==> config.mk <==
export PLATFORM = sky130hd
export DESIGN_NAME = nvm_write_erase_control
export DESIGN_NICKNAME = d
export VERILOG_FILES = /design/src/verilog/nvm_ctrl_pkg.sv /design/src/verilog/nvm_unlock_seq.sv /design/src/verilog/nvm_write_latches.sv /design/src/verilog/nvm_write_erase_control.sv
export VERILOG_INCLUDE_DIRS = /design/src /design/src/verilog
export SDC_FILE = /design/constraint.sdc
export NUM_CORES = 1
export LEC_CHECK = 0
export BUFFER_PORTS_ARGS = -buffer_cell sky130_fd_sc_hd__buf_2
export CAP_MARGIN = 10
export CORE_MARGIN = 8
export CORE_UTILIZATION = 50
export CTS_BUF_LIST = sky130_fd_sc_hd__clkbuf_4 sky130_fd_sc_hd__clkbuf_8 sky130_fd_sc_hd__clkbuf_16
export DETAILED_ROUTE_END_ITERATION = 8
export GPL_ROUTABILITY_DRIVEN = 0
export PLACE_DENSITY = 0.67
export SYNTH_ARGS = -nofsm -noshare
export SYNTH_HDL_FRONTEND = slang
export SYNTH_SLANG_ARGS = --single-unit
export TNS_END_PERCENT = 20
==> constraint.sdc <==
create_clock -name pclk -period 5.73 [get_ports pclk]
set_input_delay 1.146 -clock pclk [delete_from_list [all_inputs] [get_ports pclk]]
set_output_delay 1.146 -clock pclk [all_outputs]
set_load 0.005 [all_outputs]
==> src/verilog/nvm_ctrl_map.svh <==
`ifndef NVM_CTRL_MAP_SVH
`define NVM_CTRL_MAP_SVH

// register indices; byte address is four times the index
`define NVM_IDX_POINTER 12'h81A
`define NVM_IDX_VALUE 12'h81C
`define NVM_IDX_CONTROL 12'h81E
`define NVM_IDX_KEY 12'h81F

// operation_control field positions
`define NVM_BIT_RD 0
`define NVM_BIT_WR 1
`define NVM_BIT_ENABLE 2
`define NVM_BIT_ERROR 3
`define NVM_BIT_FREE 4
`define NVM_BIT_LATCH 5
`define NVM_BIT_REGION 6

// reset values and constants
`define NVM_POINTER_RST 15'h0000
`define NVM_VALUE_RST 14'h0000
`define NVM_LATCH_BLANK 14'h03FF
`define NVM_KEY_FIRST 8'h55
`define NVM_KEY_SECOND 8'hAA
`define NVM_EEPROM_PAGE 7'h70
`define NVM_ROW_WORDS 32

`endif

==> src/verilog/nvm_ctrl_pkg.sv <==
package nvm_ctrl_pkg;

  typedef enum logic [4:0] {
    ST_IDLE = 5'h01,
    ST_READ = 5'h02,
    ST_ERASE = 5'h04,
    ST_PROG = 5'h08,
    ST_EEPROM = 5'h10
  } ctrl_state_e;

  typedef enum logic [2:0] {
    KEY_LOCKED = 3'h1,
    KEY_HALF = 3'h2,
    KEY_OPEN = 3'h4
  } key_state_e;

  typedef enum logic [1:0] {
    MEM_READ = 2'h0,
    MEM_ERASE_ROW = 2'h1,
    MEM_PROGRAM_WORD = 2'h2,
    MEM_EEPROM_WRITE = 2'h3
  } mem_op_e;

endpackage : nvm_ctrl_pkg

==> src/verilog/nvm_unlock_seq.sv <==
`timescale 1ns/1ps
`include "nvm_ctrl_map.svh"

module nvm_unlock_seq (
  input wire logic pclk,
  input wire logic presetn,
  input wire logic key_write,
  input wire logic [7:0] key_data,
  input wire logic other_write,
  input wire logic control_write,
  input wire logic trigger_write,
  output logic unlocked,
  output logic broken
);

  typedef struct packed {
    nvm_ctrl_pkg::key_state_e step;
    logic broken;
  } unlock_s;

  unlock_s s;
  unlock_s next_s;

  always_comb
  begin
    next_s = s;
    next_s.broken = 1'b0;
    unique case (s.step)
      nvm_ctrl_pkg::KEY_LOCKED:
      begin
        if (key_write && key_data == `NVM_KEY_FIRST)
        begin
          next_s.step = nvm_ctrl_pkg::KEY_HALF;
        end
      end
      nvm_ctrl_pkg::KEY_HALF:
      begin
        if (key_write && key_data == `NVM_KEY_SECOND)
        begin
          next_s.step = nvm_ctrl_pkg::KEY_OPEN;
        end
        else if (key_write || other_write || control_write)
        begin
          next_s.step = nvm_ctrl_pkg::KEY_LOCKED;
          next_s.broken = 1'b1;
        end
      end
      nvm_ctrl_pkg::KEY_OPEN:
      begin
        // the sequence is spent by the very next key, control, pointer or value write
        if (control_write || key_write || other_write)
        begin
          next_s.step = nvm_ctrl_pkg::KEY_LOCKED;
          next_s.broken = !(control_write && trigger_write);
        end
      end
      default:
      begin
        next_s.step = nvm_ctrl_pkg::KEY_LOCKED;
      end
    endcase
  end

  always_ff @(posedge pclk or negedge presetn)
  begin
    if (!presetn)
    begin
      s <= '{step: nvm_ctrl_pkg::KEY_LOCKED, broken: 1'b0};
    end
    else
    begin
      s <= next_s;
    end
  end

  assign unlocked = (s.step == nvm_ctrl_pkg::KEY_OPEN);
  assign broken = s.broken;

endmodule : nvm_unlock_seq

==> src/verilog/nvm_write_latches.sv <==
`timescale 1ns/1ps
`include "nvm_ctrl_map.svh"

module nvm_write_latches #(
  parameter int ROW_WORDS = `NVM_ROW_WORDS,
  parameter int IDX_W = $clog2(ROW_WORDS)
) (
  input wire logic pclk,
  input wire logic presetn,
  input wire logic load,
  input wire logic [IDX_W-1:0] load_index,
  input wire logic [13:0] load_data,
  input wire logic blank_all,
  input wire logic [IDX_W-1:0] read_index,
  output logic [13:0] read_data
);

  typedef struct packed {
    logic [ROW_WORDS-1:0][13:0] word;
  } latch_s;

  latch_s s;
  latch_s next_s;

  always_comb
  begin
    next_s = s;
    for (int i = 0; i < ROW_WORDS; i++)
    begin
      if (blank_all)
      begin
        next_s.word[i] = `NVM_LATCH_BLANK;
      end
      else if (load && load_index == IDX_W'(i))
      begin
        next_s.word[i] = load_data;
      end
    end
  end

  always_ff @(posedge pclk or negedge presetn)
  begin
    if (!presetn)
    begin
      s <= {ROW_WORDS{`NVM_LATCH_BLANK}};
    end
    else
    begin
      s <= next_s;
    end
  end

  assign read_data = s.word[read_index];

endmodule : nvm_write_latches

==> src/verilog/nvm_write_erase_control.sv <==
// What this block does
// - protected address on trigger sets error flag, except for a latch-only load
// - reset during busy operation sets error flag
// - broken unlock sequence sets error flag
// - software may set error; only software clears
// - free bit erases whole 32-word row
// - protected erase/program clears trigger, flags error
// - latch-only load copies value into latch
// - row program from latches, then latches blank
// - region bit picks secondary areas or flash
// - enable bit gates program and erase
// - eeprom address triggers single-word erase-program
// - trigger set by software, cleared by hardware
// - 15-bit pointer, top bit shows write active
// - pointer reached as high and low bytes
// - 14-bit value split into byte lanes
// - control bits reset to zero
// - read bit loads value, self-clears
//
// Implementation choice: the APB interface to the registers.
`timescale 1ns/1ps
`include "nvm_ctrl_map.svh"

module nvm_write_erase_control #(
  parameter int ROW_WORDS = `NVM_ROW_WORDS
) (
  input wire logic pclk,
  input wire logic presetn,
  input wire logic psel,
  input wire logic penable,
  input wire logic pwrite,
  input wire logic [13:0] paddr,
  input wire logic [31:0] pwdata,
  input wire logic [3:0] pstrb,
  output logic [31:0] prdata,
  output logic pready,
  output logic pslverr,
  output logic mem_valid,
  output nvm_ctrl_pkg::mem_op_e mem_op,
  output logic mem_region,
  output logic [14:0] mem_addr,
  output logic [13:0] mem_wdata,
  input wire logic mem_ready,
  input wire logic [13:0] mem_rdata,
  input wire logic mem_busy,
  input wire logic write_protected
);

  localparam int IDX_W = $clog2(ROW_WORDS);

  typedef struct packed {
    nvm_ctrl_pkg::ctrl_state_e fsm;
    logic [14:0] pointer;
    logic [13:0] value;
    logic region;
    logic latch_only;
    logic free;
    logic error;
    logic enable;
    logic wr;
    logic rd;
    logic [IDX_W-1:0] index;
    logic mem_valid;
    nvm_ctrl_pkg::mem_op_e mem_op;
    logic after_reset;
    logic [31:0] prdata;
  } ctrl_s;

  ctrl_s s;
  ctrl_s next_s;

  ////////////////////////////////////////////////////////////////////////////
  // bus decode

  logic [11:0] index_addr;
  logic hit_pointer;
  logic hit_value;
  logic hit_control;
  logic hit_key;
  logic hit;
  logic access_write;
  logic ctrl_write;
  logic trig_write;
  logic unlocked;
  logic unlock_broken;
  logic latch_load;
  logic latch_blank;
  logic [13:0] latch_word;
  logic eeprom_hit;

  assign index_addr = paddr[13:2];
  assign hit_pointer = (index_addr == `NVM_IDX_POINTER);
  assign hit_value = (index_addr == `NVM_IDX_VALUE);
  assign hit_control = (index_addr == `NVM_IDX_CONTROL);
  assign hit_key = (index_addr == `NVM_IDX_KEY);
  assign hit = hit_pointer || hit_value || hit_control || hit_key;
  assign access_write = psel && penable && pwrite && hit;
  assign ctrl_write = access_write && hit_control && pstrb[0];
  assign trig_write = ctrl_write && pwdata[`NVM_BIT_WR];

  // eeprom window sits at the top of the secondary region
  assign eeprom_hit = s.region && (s.pointer[14:8] == `NVM_EEPROM_PAGE);

  ////////////////////////////////////////////////////////////////////////////
  // helpers

  nvm_unlock_seq u_unlock (
    .pclk(pclk),
    .presetn(presetn),
    .key_write(access_write && hit_key && pstrb[0]),
    .key_data(pwdata[7:0]),
    .other_write(access_write && !hit_key && !hit_control),
    .control_write(ctrl_write),
    .trigger_write(trig_write),
    .unlocked(unlocked),
    .broken(unlock_broken)
  );

  nvm_write_latches #(
    .ROW_WORDS(ROW_WORDS),
    .IDX_W(IDX_W)
  ) u_latches (
    .pclk(pclk),
    .presetn(presetn),
    .load(latch_load),
    .load_index(s.pointer[IDX_W-1:0]),
    .load_data(s.value),
    .blank_all(latch_blank),
    .read_index(s.index),
    .read_data(latch_word)
  );

  ////////////////////////////////////////////////////////////////////////////
  // next state

  always_comb
  begin
    logic start;
    logic eeprom_start;
    start = 1'b0;
    // the region bit arrives in the same write as the trigger, so use the written value
    eeprom_start = pwdata[`NVM_BIT_REGION] && (s.pointer[14:8] == `NVM_EEPROM_PAGE);
    next_s = s;
    latch_load = 1'b0;
    latch_blank = 1'b0;
    next_s.after_reset = 1'b0;

    // pointer and value are frozen while an operation is running
    if (access_write && hit_pointer && s.fsm == nvm_ctrl_pkg::ST_IDLE)
    begin
      if (pstrb[0])
      begin
        next_s.pointer[7:0] = pwdata[7:0];
      end
      if (pstrb[1])
      begin
        next_s.pointer[14:8] = pwdata[14:8];
      end
    end
    if (access_write && hit_value && s.fsm == nvm_ctrl_pkg::ST_IDLE)
    begin
      if (pstrb[0])
      begin
        next_s.value[7:0] = pwdata[7:0];
      end
      if (pstrb[1])
      begin
        next_s.value[13:8] = pwdata[13:8];
      end
    end

    if (ctrl_write)
    begin
      next_s.error = pwdata[`NVM_BIT_ERROR];
      if (s.fsm == nvm_ctrl_pkg::ST_IDLE)
      begin
        next_s.region = pwdata[`NVM_BIT_REGION];
        next_s.latch_only = pwdata[`NVM_BIT_LATCH];
        next_s.free = pwdata[`NVM_BIT_FREE];
        next_s.enable = pwdata[`NVM_BIT_ENABLE];
        // read bit is set-only; a busy controller ignores it
        if (pwdata[`NVM_BIT_RD] && !pwdata[`NVM_BIT_WR])
        begin
          next_s.rd = 1'b1;
          next_s.fsm = nvm_ctrl_pkg::ST_READ;
          next_s.mem_valid = 1'b1;
          next_s.mem_op = nvm_ctrl_pkg::MEM_READ;
        end
        // trigger only after the key sequence, and only with enable set
        start = trig_write && unlocked && pwdata[`NVM_BIT_ENABLE];
      end
    end

    if (start)
    begin
      if (!eeprom_start && !pwdata[`NVM_BIT_FREE] && pwdata[`NVM_BIT_LATCH])
      begin
        // latch load completes at once, no protection check
        latch_load = 1'b1;
      end
      else if (write_protected)
      begin
        next_s.error = 1'b1;
      end
      else if (eeprom_start)
      begin
        next_s.wr = 1'b1;
        next_s.fsm = nvm_ctrl_pkg::ST_EEPROM;
        next_s.mem_valid = 1'b1;
        next_s.mem_op = nvm_ctrl_pkg::MEM_EEPROM_WRITE;
      end
      else if (pwdata[`NVM_BIT_FREE])
      begin
        next_s.wr = 1'b1;
        next_s.fsm = nvm_ctrl_pkg::ST_ERASE;
        next_s.mem_valid = 1'b1;
        next_s.mem_op = nvm_ctrl_pkg::MEM_ERASE_ROW;
      end
      else
      begin
        next_s.wr = 1'b1;
        next_s.fsm = nvm_ctrl_pkg::ST_PROG;
        next_s.index = '0;
        next_s.mem_valid = 1'b1;
        next_s.mem_op = nvm_ctrl_pkg::MEM_PROGRAM_WORD;
      end
    end

    unique case (s.fsm)
      nvm_ctrl_pkg::ST_IDLE:
      begin
      end
      nvm_ctrl_pkg::ST_READ:
      begin
        if (mem_ready)
        begin
          // eeprom reads only fill the low byte
          if (eeprom_hit)
          begin
            next_s.value[7:0] = mem_rdata[7:0];
          end
          else
          begin
            next_s.value = mem_rdata;
          end
          next_s.rd = 1'b0;
          next_s.mem_valid = 1'b0;
          next_s.fsm = nvm_ctrl_pkg::ST_IDLE;
        end
      end
      nvm_ctrl_pkg::ST_ERASE, nvm_ctrl_pkg::ST_EEPROM:
      begin
        if (mem_ready)
        begin
          next_s.wr = 1'b0;
          next_s.mem_valid = 1'b0;
          next_s.fsm = nvm_ctrl_pkg::ST_IDLE;
        end
      end
      nvm_ctrl_pkg::ST_PROG:
      begin
        if (mem_ready)
        begin
          next_s.index = s.index + 1'b1;
          if (s.index == IDX_W'(ROW_WORDS - 1))
          begin
            latch_blank = 1'b1;
            next_s.wr = 1'b0;
            next_s.mem_valid = 1'b0;
            next_s.fsm = nvm_ctrl_pkg::ST_IDLE;
          end
        end
      end
      default:
      begin
        next_s.fsm = nvm_ctrl_pkg::ST_IDLE;
        next_s.mem_valid = 1'b0;
      end
    endcase

    // hardware sets win over a software clear in the same cycle
    if (unlock_broken)
    begin
      next_s.error = 1'b1;
    end
    if (s.after_reset && mem_busy)
    begin
      next_s.error = 1'b1;
    end

    // read data is captured in the setup phase, shown in the access phase
    next_s.prdata = '0;
    if (psel && !penable && !pwrite)
    begin
      if (hit_pointer)
      begin
        next_s.prdata = {16'h0000, s.wr, s.pointer};
      end
      else if (hit_value)
      begin
        next_s.prdata = {18'h00000, s.value};
      end
      else if (hit_control)
      begin
        next_s.prdata = {24'h000000, 1'b0, s.region, s.latch_only, s.free,
                         s.error, s.enable, s.wr, s.rd};
      end
    end
  end

  ////////////////////////////////////////////////////////////////////////////
  // state register

  always_ff @(posedge pclk or negedge presetn)
  begin
    if (!presetn)
    begin
      s <= '{
        fsm: nvm_ctrl_pkg::ST_IDLE,
        pointer: `NVM_POINTER_RST,
        value: `NVM_VALUE_RST,
        region: 1'b0,
        latch_only: 1'b0,
        free: 1'b0,
        error: 1'b0,
        enable: 1'b0,
        wr: 1'b0,
        rd: 1'b0,
        index: '0,
        mem_valid: 1'b0,
        mem_op: nvm_ctrl_pkg::MEM_READ,
        after_reset: 1'b1,
        prdata: 32'h00000000
      };
    end
    else
    begin
      s <= next_s;
    end
  end

  ////////////////////////////////////////////////////////////////////////////
  // outputs

  // zero-wait slave: every access completes in its first access cycle
  assign pready = 1'b1;
  assign pslverr = psel && penable && !hit;
  assign prdata = s.prdata;
  assign mem_valid = s.mem_valid;
  assign mem_op = s.mem_op;
  assign mem_region = s.region;

  always_comb
  begin
    mem_addr = s.pointer;
    mem_wdata = s.value;
    if (s.fsm == nvm_ctrl_pkg::ST_ERASE)
    begin
      mem_addr = {s.pointer[14:IDX_W], IDX_W'(0)};
    end
    else if (s.fsm == nvm_ctrl_pkg::ST_PROG)
    begin
      mem_addr = {s.pointer[14:IDX_W], s.index};
      mem_wdata = latch_word;
    end
  end

endmodule : nvm_write_erase_control

==> results of run 1 <==
## routing by layer
layer	wire [um]	up-vias	track usage
met5	0	-	0
met4	4540	0	0.137
met3	8980	230	0.0589
met2	41100	1363	0.426
met1	35800	11900	0.377
li1	-	10100	-
## sequential cells by signal (all words and copies together) (netlist names)
name,count
prdata,16
u_latches.s,448
mem_valid,1
mem_region,1
mem_op,2
u_unlock.broken,1
s,46
u_unlock.s,3
## layout by cell type (no fill, tap or decap), types with 51 or more instances in the layout
master,netlist,routed
a21oi_1,135,135
buf_2,102,99
buf_4,56,59
clkbuf_16,0,57
dfrtp_1,195,192
dfstp_2,323,323
mux4_2,112,112
nand2_1,88,88
nand3_1,741,739
nor2_1,63,63
o21ai_0,453,453
o22ai_1,51,51
## logic make-up after synthesis
kind of cell / count (synthesis) / share of synthesized area
DFF: 518 / 0.483
and+or+nand+nor: 1064 / 0.206
other: 2 / 0.000271
buffers and inverters: 388 / 0.0657
AOI/OAI and AO/OA: 675 / 0.128
muxes: 173 / 0.114
xor gates and xnor gates: 3 / 0.000950
adders and majority gates: 3 / 0.00127
## how the worst max path moves through the flow
stage,depth (start not counted),slack (ps),end,from
2_1_floorplan,3,2420,pslverr,paddr[11]
3_3_place_gp,6,1520,mem_wdata[0],s[37]
3_5_place_dp,6,1500,mem_wdata[0],s[37]
4_1_cts,6,840,mem_wdata[0],s[37]
5_1_grt,6,730,mem_wdata[13],s[37]
6_report,6,770,mem_wdata[0],s[37]
## metrics by stage
| stage | setup WS [ps] | power [mW] | instance area, um^2 | hold WS (ps) |
|---|---|---|---|---|
| 2_1_floorplan | 2420 | 3.76 | 27700 | 430 |
| 3_3_place_gp | 1520 | 3.87 | 28300 | 457 |
| 3_5_place_dp | 1500 | 3.87 | 28300 | 458 |
| 4_1_cts | 839 | 7.49 | 30200 | 472 |
| 5_1_grt | 728 | 7.65 | 30200 | 503 |
| 6_report | 772 | 7.45 | 30200 | 472 |
## cell type report
| type | instances | area share |
|---|---|---|
| well taps | 704 | 0.0292 |
| multi-input cells | 1936 | 0.425 |
| clock inverters | 11 | 0.00410 |
| flip-flops and latches | 518 | 0.443 |
| inverters | 5 | 0.000622 |
| clock buffers | 90 | 0.0571 |
| repair buffers | 173 | 0.0409 |
| diodes | 1 | 0.0000829 |
## cell usage after synthesis (3+ instances only)
cell type | n | share of area
clkbuf_1 | 211 | 0.029
inv_1 | 5 | 0.00068
a21oi_1 | 135 | 0.024
a222oi_1 | 7 | 0.0025
and4_1 | 3 | 0.00095
o21ai_0 | 453 | 0.082
buf_2 | 102 | 0.018
a22oi_1 | 8 | 0.0022
mux4_2 | 112 | 0.091
or3_1 | 5 | 0.0011
buf_1 | 9 | 0.0012
o22ai_1 | 51 | 0.012
nand4b_1 | 3 | 0.00095
buf_4 | 56 | 0.015
and2_1 | 5 | 0.0011
o21ai_1 | 3 | 0.00054
nand2b_1 | 11 | 0.0025
dfrtp_1 | 195 | 0.18
and3_1 | 8 | 0.0018
nor2_1 | 63 | 0.0085
nand3_1 | 741 | 0.13
nor3_1 | 8 | 0.0014
or2_2 | 3 | 0.00068
nand3_2 | 3 | 0.0011
nand2_1 | 88 | 0.012
buf_6 | 3 | 0.0012
mux2_1 | 14 | 0.0057
a31oi_1 | 3 | 0.00068
nand4_1 | 36 | 0.0081
nor4_2 | 30 | 0.014
or4_1 | 12 | 0.0033
and3b_1 | 3 | 0.00095
o21a_1 | 3 | 0.00081
mux2i_1 | 45 | 0.016
dfstp_2 | 323 | 0.31
nand3b_1 | 4 | 0.0011
nor2b_1 | 12 | 0.0027
## worst max-delay path, stage by stage (launching register included)
cell,delay [ps]
dfrtp_2,900
buf_12,350
nand2b_1,420
o22ai_1,180
or4_1,520
o21ai_0,520
buf_2,240
## report_power, final
part           total, mW  internal [mW]  switching (mW)
Sequential          3.67           3.67        0.000391
Clock               3.64           2.11            1.53
Combinational      0.142         0.0279           0.114
Total               7.45           5.81            1.64
==> results.md, run 1 <==
* Die Y at roughly 250 um
* Mean Syn Cell Area at 9.79 um^2
* Worst reg2reg setup slack at ~2200 ps
* Worst-margin pin slew at about 1200 ps
* Status: complete, no violations
* # DRC at 0
* Rows at 86
* Largest net degree at the start of global routing at around 230
* Via count at roughly 24000
* Vias in the first global route at between 20000 and 25000
* Max-Cap Viols at 0
* Util after Layout at 0.550
* Area grow syn2layout at 9.09%
* Slew headroom at 0.178
* Mapped Cells at between 2000 and 3000
* Worst hold path class: flop to flop
* Ratio of cells with drive above 1 in the final layout at 0.282
* Starting Density at 0.504
* CTS tree: yes
* Post-synthesis sequential area ratio at 0.483
* Post-route setup TNS at 0 ps
* R2r worst-path depth at 7
* RSZ-0062 raised after global routing: false
* Core area at between 0.05 and 0.06 mm^2
* HPWL after DPL at around 55000 um
* Worst flop-to-flop path startpoint: s[38]
* Upper clock frequency limit at 202 MHz
* H-tree levels at 2
* Worst EP required at ~4600 ps
* Antenna violations before repair at 1
* Worst hold path depth at 2
* Worst Path Max Fanout at 39
* Root Driver: clkbuf_16
* Leak at approximately 13 nW
* Crit path time final at approximately 5000 ps
* ANT nets after route at 0
* Vias per Instance at between 6 and 7
* Critical path endpoint category: primary output
* VDD IR max at between 200 and 250 uV
* Synth warn at 0
* Mapped Area at around 0.028 mm^2
* Num ports at roughly 140
* CTS Buf Count at 55
* Critical path class: flop to primary output
* FF-to-FF End: u_latches.s[195]
* Die Footprint at 0.0631 mm^2
* DRT Pass-1 Iters at 6
* Placed cells at around 3300
* Fillers at roughly 4700
* Ys flop type: dfstp_2
* Number of flops mapped to enable cells by yosys at 0
* Wire length per cell at between 20 and 30 um
* Global Route Usage Sum at 0.279
* Clock sink count at between 500 and 600
* Multi-input logic area at ~0.013 mm^2
* # setup viols final at 0
* Hold EP: s[44]
* Async SR Flop Fraction at 1.00
* Post-CTS Setup Bufs at 0
* Global-route wire length before repair at 139000 um
* Clk buf depth at 3
* CP Launch Type: flop
* PD cells at about 250 mW/mm^2
* Crit share post-route at 0.865
* Netlist cell types at 75
* Nets at ~2800
* Worst Path Arrival at 3810 ps
* Clock slew at reported path FFs at ~60 ps
* Finished Layout Cells at between 3000 and 4000
* Grt total ovfl at 0
* Final Hold Viols at 0
* Total wire length at around 90000 um
* Worst-skew pair later-pin latency at about 640 ps
* Hold buffers post-CTS at 0
* Clk_skew at roughly 25 ps
* Hold Path Origin: u_unlock.broken
* Flops & latches, synth at 518
* Max Slew Vio Count at 0
* Die Span X at 251 um
* # port buffers at 100
* PostCTS Resize Cnt at 0
* Initial DRC Count at around 3400
* FF+latch area at 0.0134 mm^2
Note: power is estimated with default switching activity, not from simulation.
==> inputs of run 2 (changes only) <==
--- a/config.mk
+++ b/config.mk
@@ -8,7 +8,6 @@
 export LEC_CHECK = 0
 export BUFFER_PORTS_ARGS = -buffer_cell sky130_fd_sc_hd__buf_2
 export CAP_MARGIN = 10
-export CORE_MARGIN = 8
 export CORE_UTILIZATION = 50
 export CTS_BUF_LIST = sky130_fd_sc_hd__clkbuf_4 sky130_fd_sc_hd__clkbuf_8 sky130_fd_sc_hd__clkbuf_16
 export DETAILED_ROUTE_END_ITERATION = 8
==> run 2 against run 1 <==
  * First-iteration DRC count grew 4.9%
  * Maximum frequency shrank 0.36%
  * Setup slack lost 18 ps
  * Clock skew shrank 5.4 ps
  * Design area shrank 0.31%
  * Worst hold slack gained 7.0 ps
  * Register-to-register slack lost 50 ps
  * Routed wire length shrank 0.36%
  * Sequential share of layout area grew 0.14 points
  * Utilization grew 0.47 points
  * Combinational power is essentially flat
  * Largest cell class unchanged
  * Largest power group unchanged
==> results.md, run 2 (synthesis results as in run 1) <==
* Met2 Track Usage GR at 0.487 (+0.0609)
* Total wire length at 90100 um (-0.36%)
* DRT Pass-1 Iters at 8 (+2)
* Max Slew Vio Count at 0 (unchanged)
* PD cells at 248 mW/mm^2 (+0.66%)
* Clock slew at reported path FFs at 60 ps (about the same)
* Max-Cap Viols at 0 (unchanged)
* Global-route wire length before repair at 139000 um (+0.18%)
* VDD IR max at 218 uV (-5.3%)
* Die Footprint at 0.0563 mm^2 (-11%)
* Area grow syn2layout at 8.75%
* HPWL after DPL at 54800 um (-0.14%)
* Post-CTS Setup Bufs at 0 (unchanged)
* R2r worst-path depth at 7 (unchanged)
* Fillers at 4651 (-1.6%)
* Hold buffers post-CTS at 0 (unchanged)
* Critical path endpoint category: primary output
* Worst EP required at 4580 ps (about the same)
* Vias in the first global route at 22700 (-0.73%)
* # DRC at 0 (unchanged)
* Largest register by flop count: u_latches.s
* Grt total ovfl at 0 (unchanged)
* Hold EP: s[44]
* Commonest non-fill, non-tap cells in the layout: 739 x nand3_1, 453 x o21ai_0, 323 x dfstp_2, 192 x dfrtp_1, 135 x a21oi_1
* PostCTS Resize Cnt at 0 (unchanged)
* Final hold slack at 479 ps (+6.97 ps)
* Nets at 2760 (-0.11%)
* FF+latch area at 0.0134 mm^2 (unchanged)
* Starting Density at 0.510 (+0.00593)
* Root Driver: clkbuf_16
* Upper clock frequency limit at 201 MHz (-0.36%)
* Clock sink count at 518 (unchanged)
* Initial DRC Count at 3522 (+4.9%)
* Clk buf depth at 3 (unchanged)
* Worst-skew pair later-pin latency at 620 ps (-20 ps)
* GRT met3 Usage at 0.0606 (+0.00175)
* Post-route setup TNS at 0 ps (unchanged)
* Worst Path Max Fanout at 28 (-28%)
* Worst Path Arrival at 3830 ps (+20 ps)
* CTS Buf Count at 56 (+1.8%)
* Worst reg2reg setup slack at 2160 ps (-50 ps)
* Most common cell after layout, fill and taps aside: nand3_1
* Critical path class: flop to primary output
* Largest register FFs at 448 (unchanged)
* Via count at 23700 (+0.68%)
* Die Y at 237 um (-5.6%)
* Worst hold path depth at 2 (unchanged)
* # port buffers at 100 (unchanged)
* Largest net degree at the start of global routing at 182 (-21%)
* Pwr Total at 7.48 mW (+0.35%)
* Ratio of cells with drive above 1 in the final layout at 0.282 (about the same)
* FF-to-FF End: u_latches.s[193]
* Worst hold path class: flop to flop
* Die Span X at 237 um (-5.6%)
* Antenna violations before repair at 3 (+2)
* Met1 track demand over resource at 0.441 (+0.0641)
* Vias per Instance at 6.90 (+0.85%)
* Worst flop-to-flop path startpoint: s[38]
* Hold Path Origin: u_unlock.broken
* Top Usage Layer GRT: met2
* # setup viols final at 0 (unchanged)
* CP Launch Type: flop
* RSZ-0062 raised after global routing: false
* Rows at 85 (-1.2%)
* Status: complete, no violations
* Wire length per cell at 26.3 um (-0.19%)
* Slew headroom at 0.201 (+0.0226)
* Worst-margin pin slew at 1190 ps (-33.6 ps)
* Crit share post-route at 0.868 (+0.00313)
* Multi-input logic area at 0.0128 mm^2 (about the same)
* Core area at 0.0542 mm^2 (-1.2%)
* Final Hold Viols at 0 (unchanged)
* CTS tree: yes
* Clk_skew at 19.4 ps (-5.41 ps)
* Crit path time final at 4980 ps (+17.9 ps)
* ANT nets after route at 0 (unchanged)
* Global Route Usage Sum at 0.319 (+0.0403)
* Leak at 12.6 nW (-0.35%)
* Num ports at 139 (unchanged)
* H-tree levels at 2 (unchanged)
-- run 2: cell count changes in the layout (fill, tap and decap cells not counted) --
cell | before | now
clkbuf_8 | 8 | 13
inv_4 | 1 | 0
inv_16 | 1 | 0
clkbuf_4 | 25 | 22
buf_4 | 59 | 60
diode_2 | 1 | 4
clkinv_2 | 6 | 10
buf_12 | 14 | 9
nor4_2 | 4 | 5
clkinv_16 | 1 | 0
nor4_4 | 28 | 27
-- run 2: power by group --
part | switching [mW] | leakage, nW | internal, mW | total (mW)
Combinational | 0.115 | 5.59 | 0.0269 | 0.142
Clock | 1.52 | 0.951 | 2.15 | 3.66
Sequential | 0.000403 | 6.05 | 3.67 | 3.67
-- run 2: worst max-delay path by stage --
stage	startpoint	end	slack [ps]	cells after the start
6_report	s[38]	mem_wdata[13]	750	6
5_1_grt	s[38]	mem_wdata[13]	750	6
4_1_cts	s[38]	mem_wdata[13]	870	6
3_5_place_dp	s[38]	mem_wdata[13]	1520	6
3_3_place_gp	s[38]	mem_wdata[13]	1520	6
2_1_floorplan	paddr[11]	pslverr	2420	3
-- run 2: critical path, stage by stage (launching register included) --
cell      delay (ps)
dfrtp_2          940
buf_12           310
nand3b_1         450
o22ai_1          200
or4_1            460
o21ai_0          570
buf_2            230
-- run 2: metrics by stage --
| step | std cells | cell area, um^2 | setup slack (ps) | utilization |
|---|---|---|---|---|
| final | 3432 | 30100 | 754 | 0.555 |
| after CTS | 3428 | 30100 | 868 | 0.555 |
| after global routing | 3428 | 30100 | 750 | 0.555 |
| after global placement | 3324 | 28200 | 1520 | 0.520 |
| after floorplan | 2842 | 27700 | 2420 | - |
| after detailed placement | 3324 | 28200 | 1520 | 0.520 |
-- run 2: layout make-up --
type	instances	share of cell area
Tap cell	696	0.0289
Inverter	5	0.000624
Sequential cell	518	0.444
Antenna cell	4	0.000333
Multi-Input combinational cell	1936	0.426
Timing Repair Buffer	169	0.0379
Clock inverter	12	0.00291
Clock buffer	92	0.0588
-- run 2: per-layer routing --
layer / part of all wire / vias up / wire (um)
met5: 0.00010 / - / 9
met2: 0.46 / 1380 / 41600
met4: 0.047 / 2 / 4240
met1: 0.39 / 12000 / 35300
met3: 0.099 / 234 / 8900
li1: - / 10100 / -
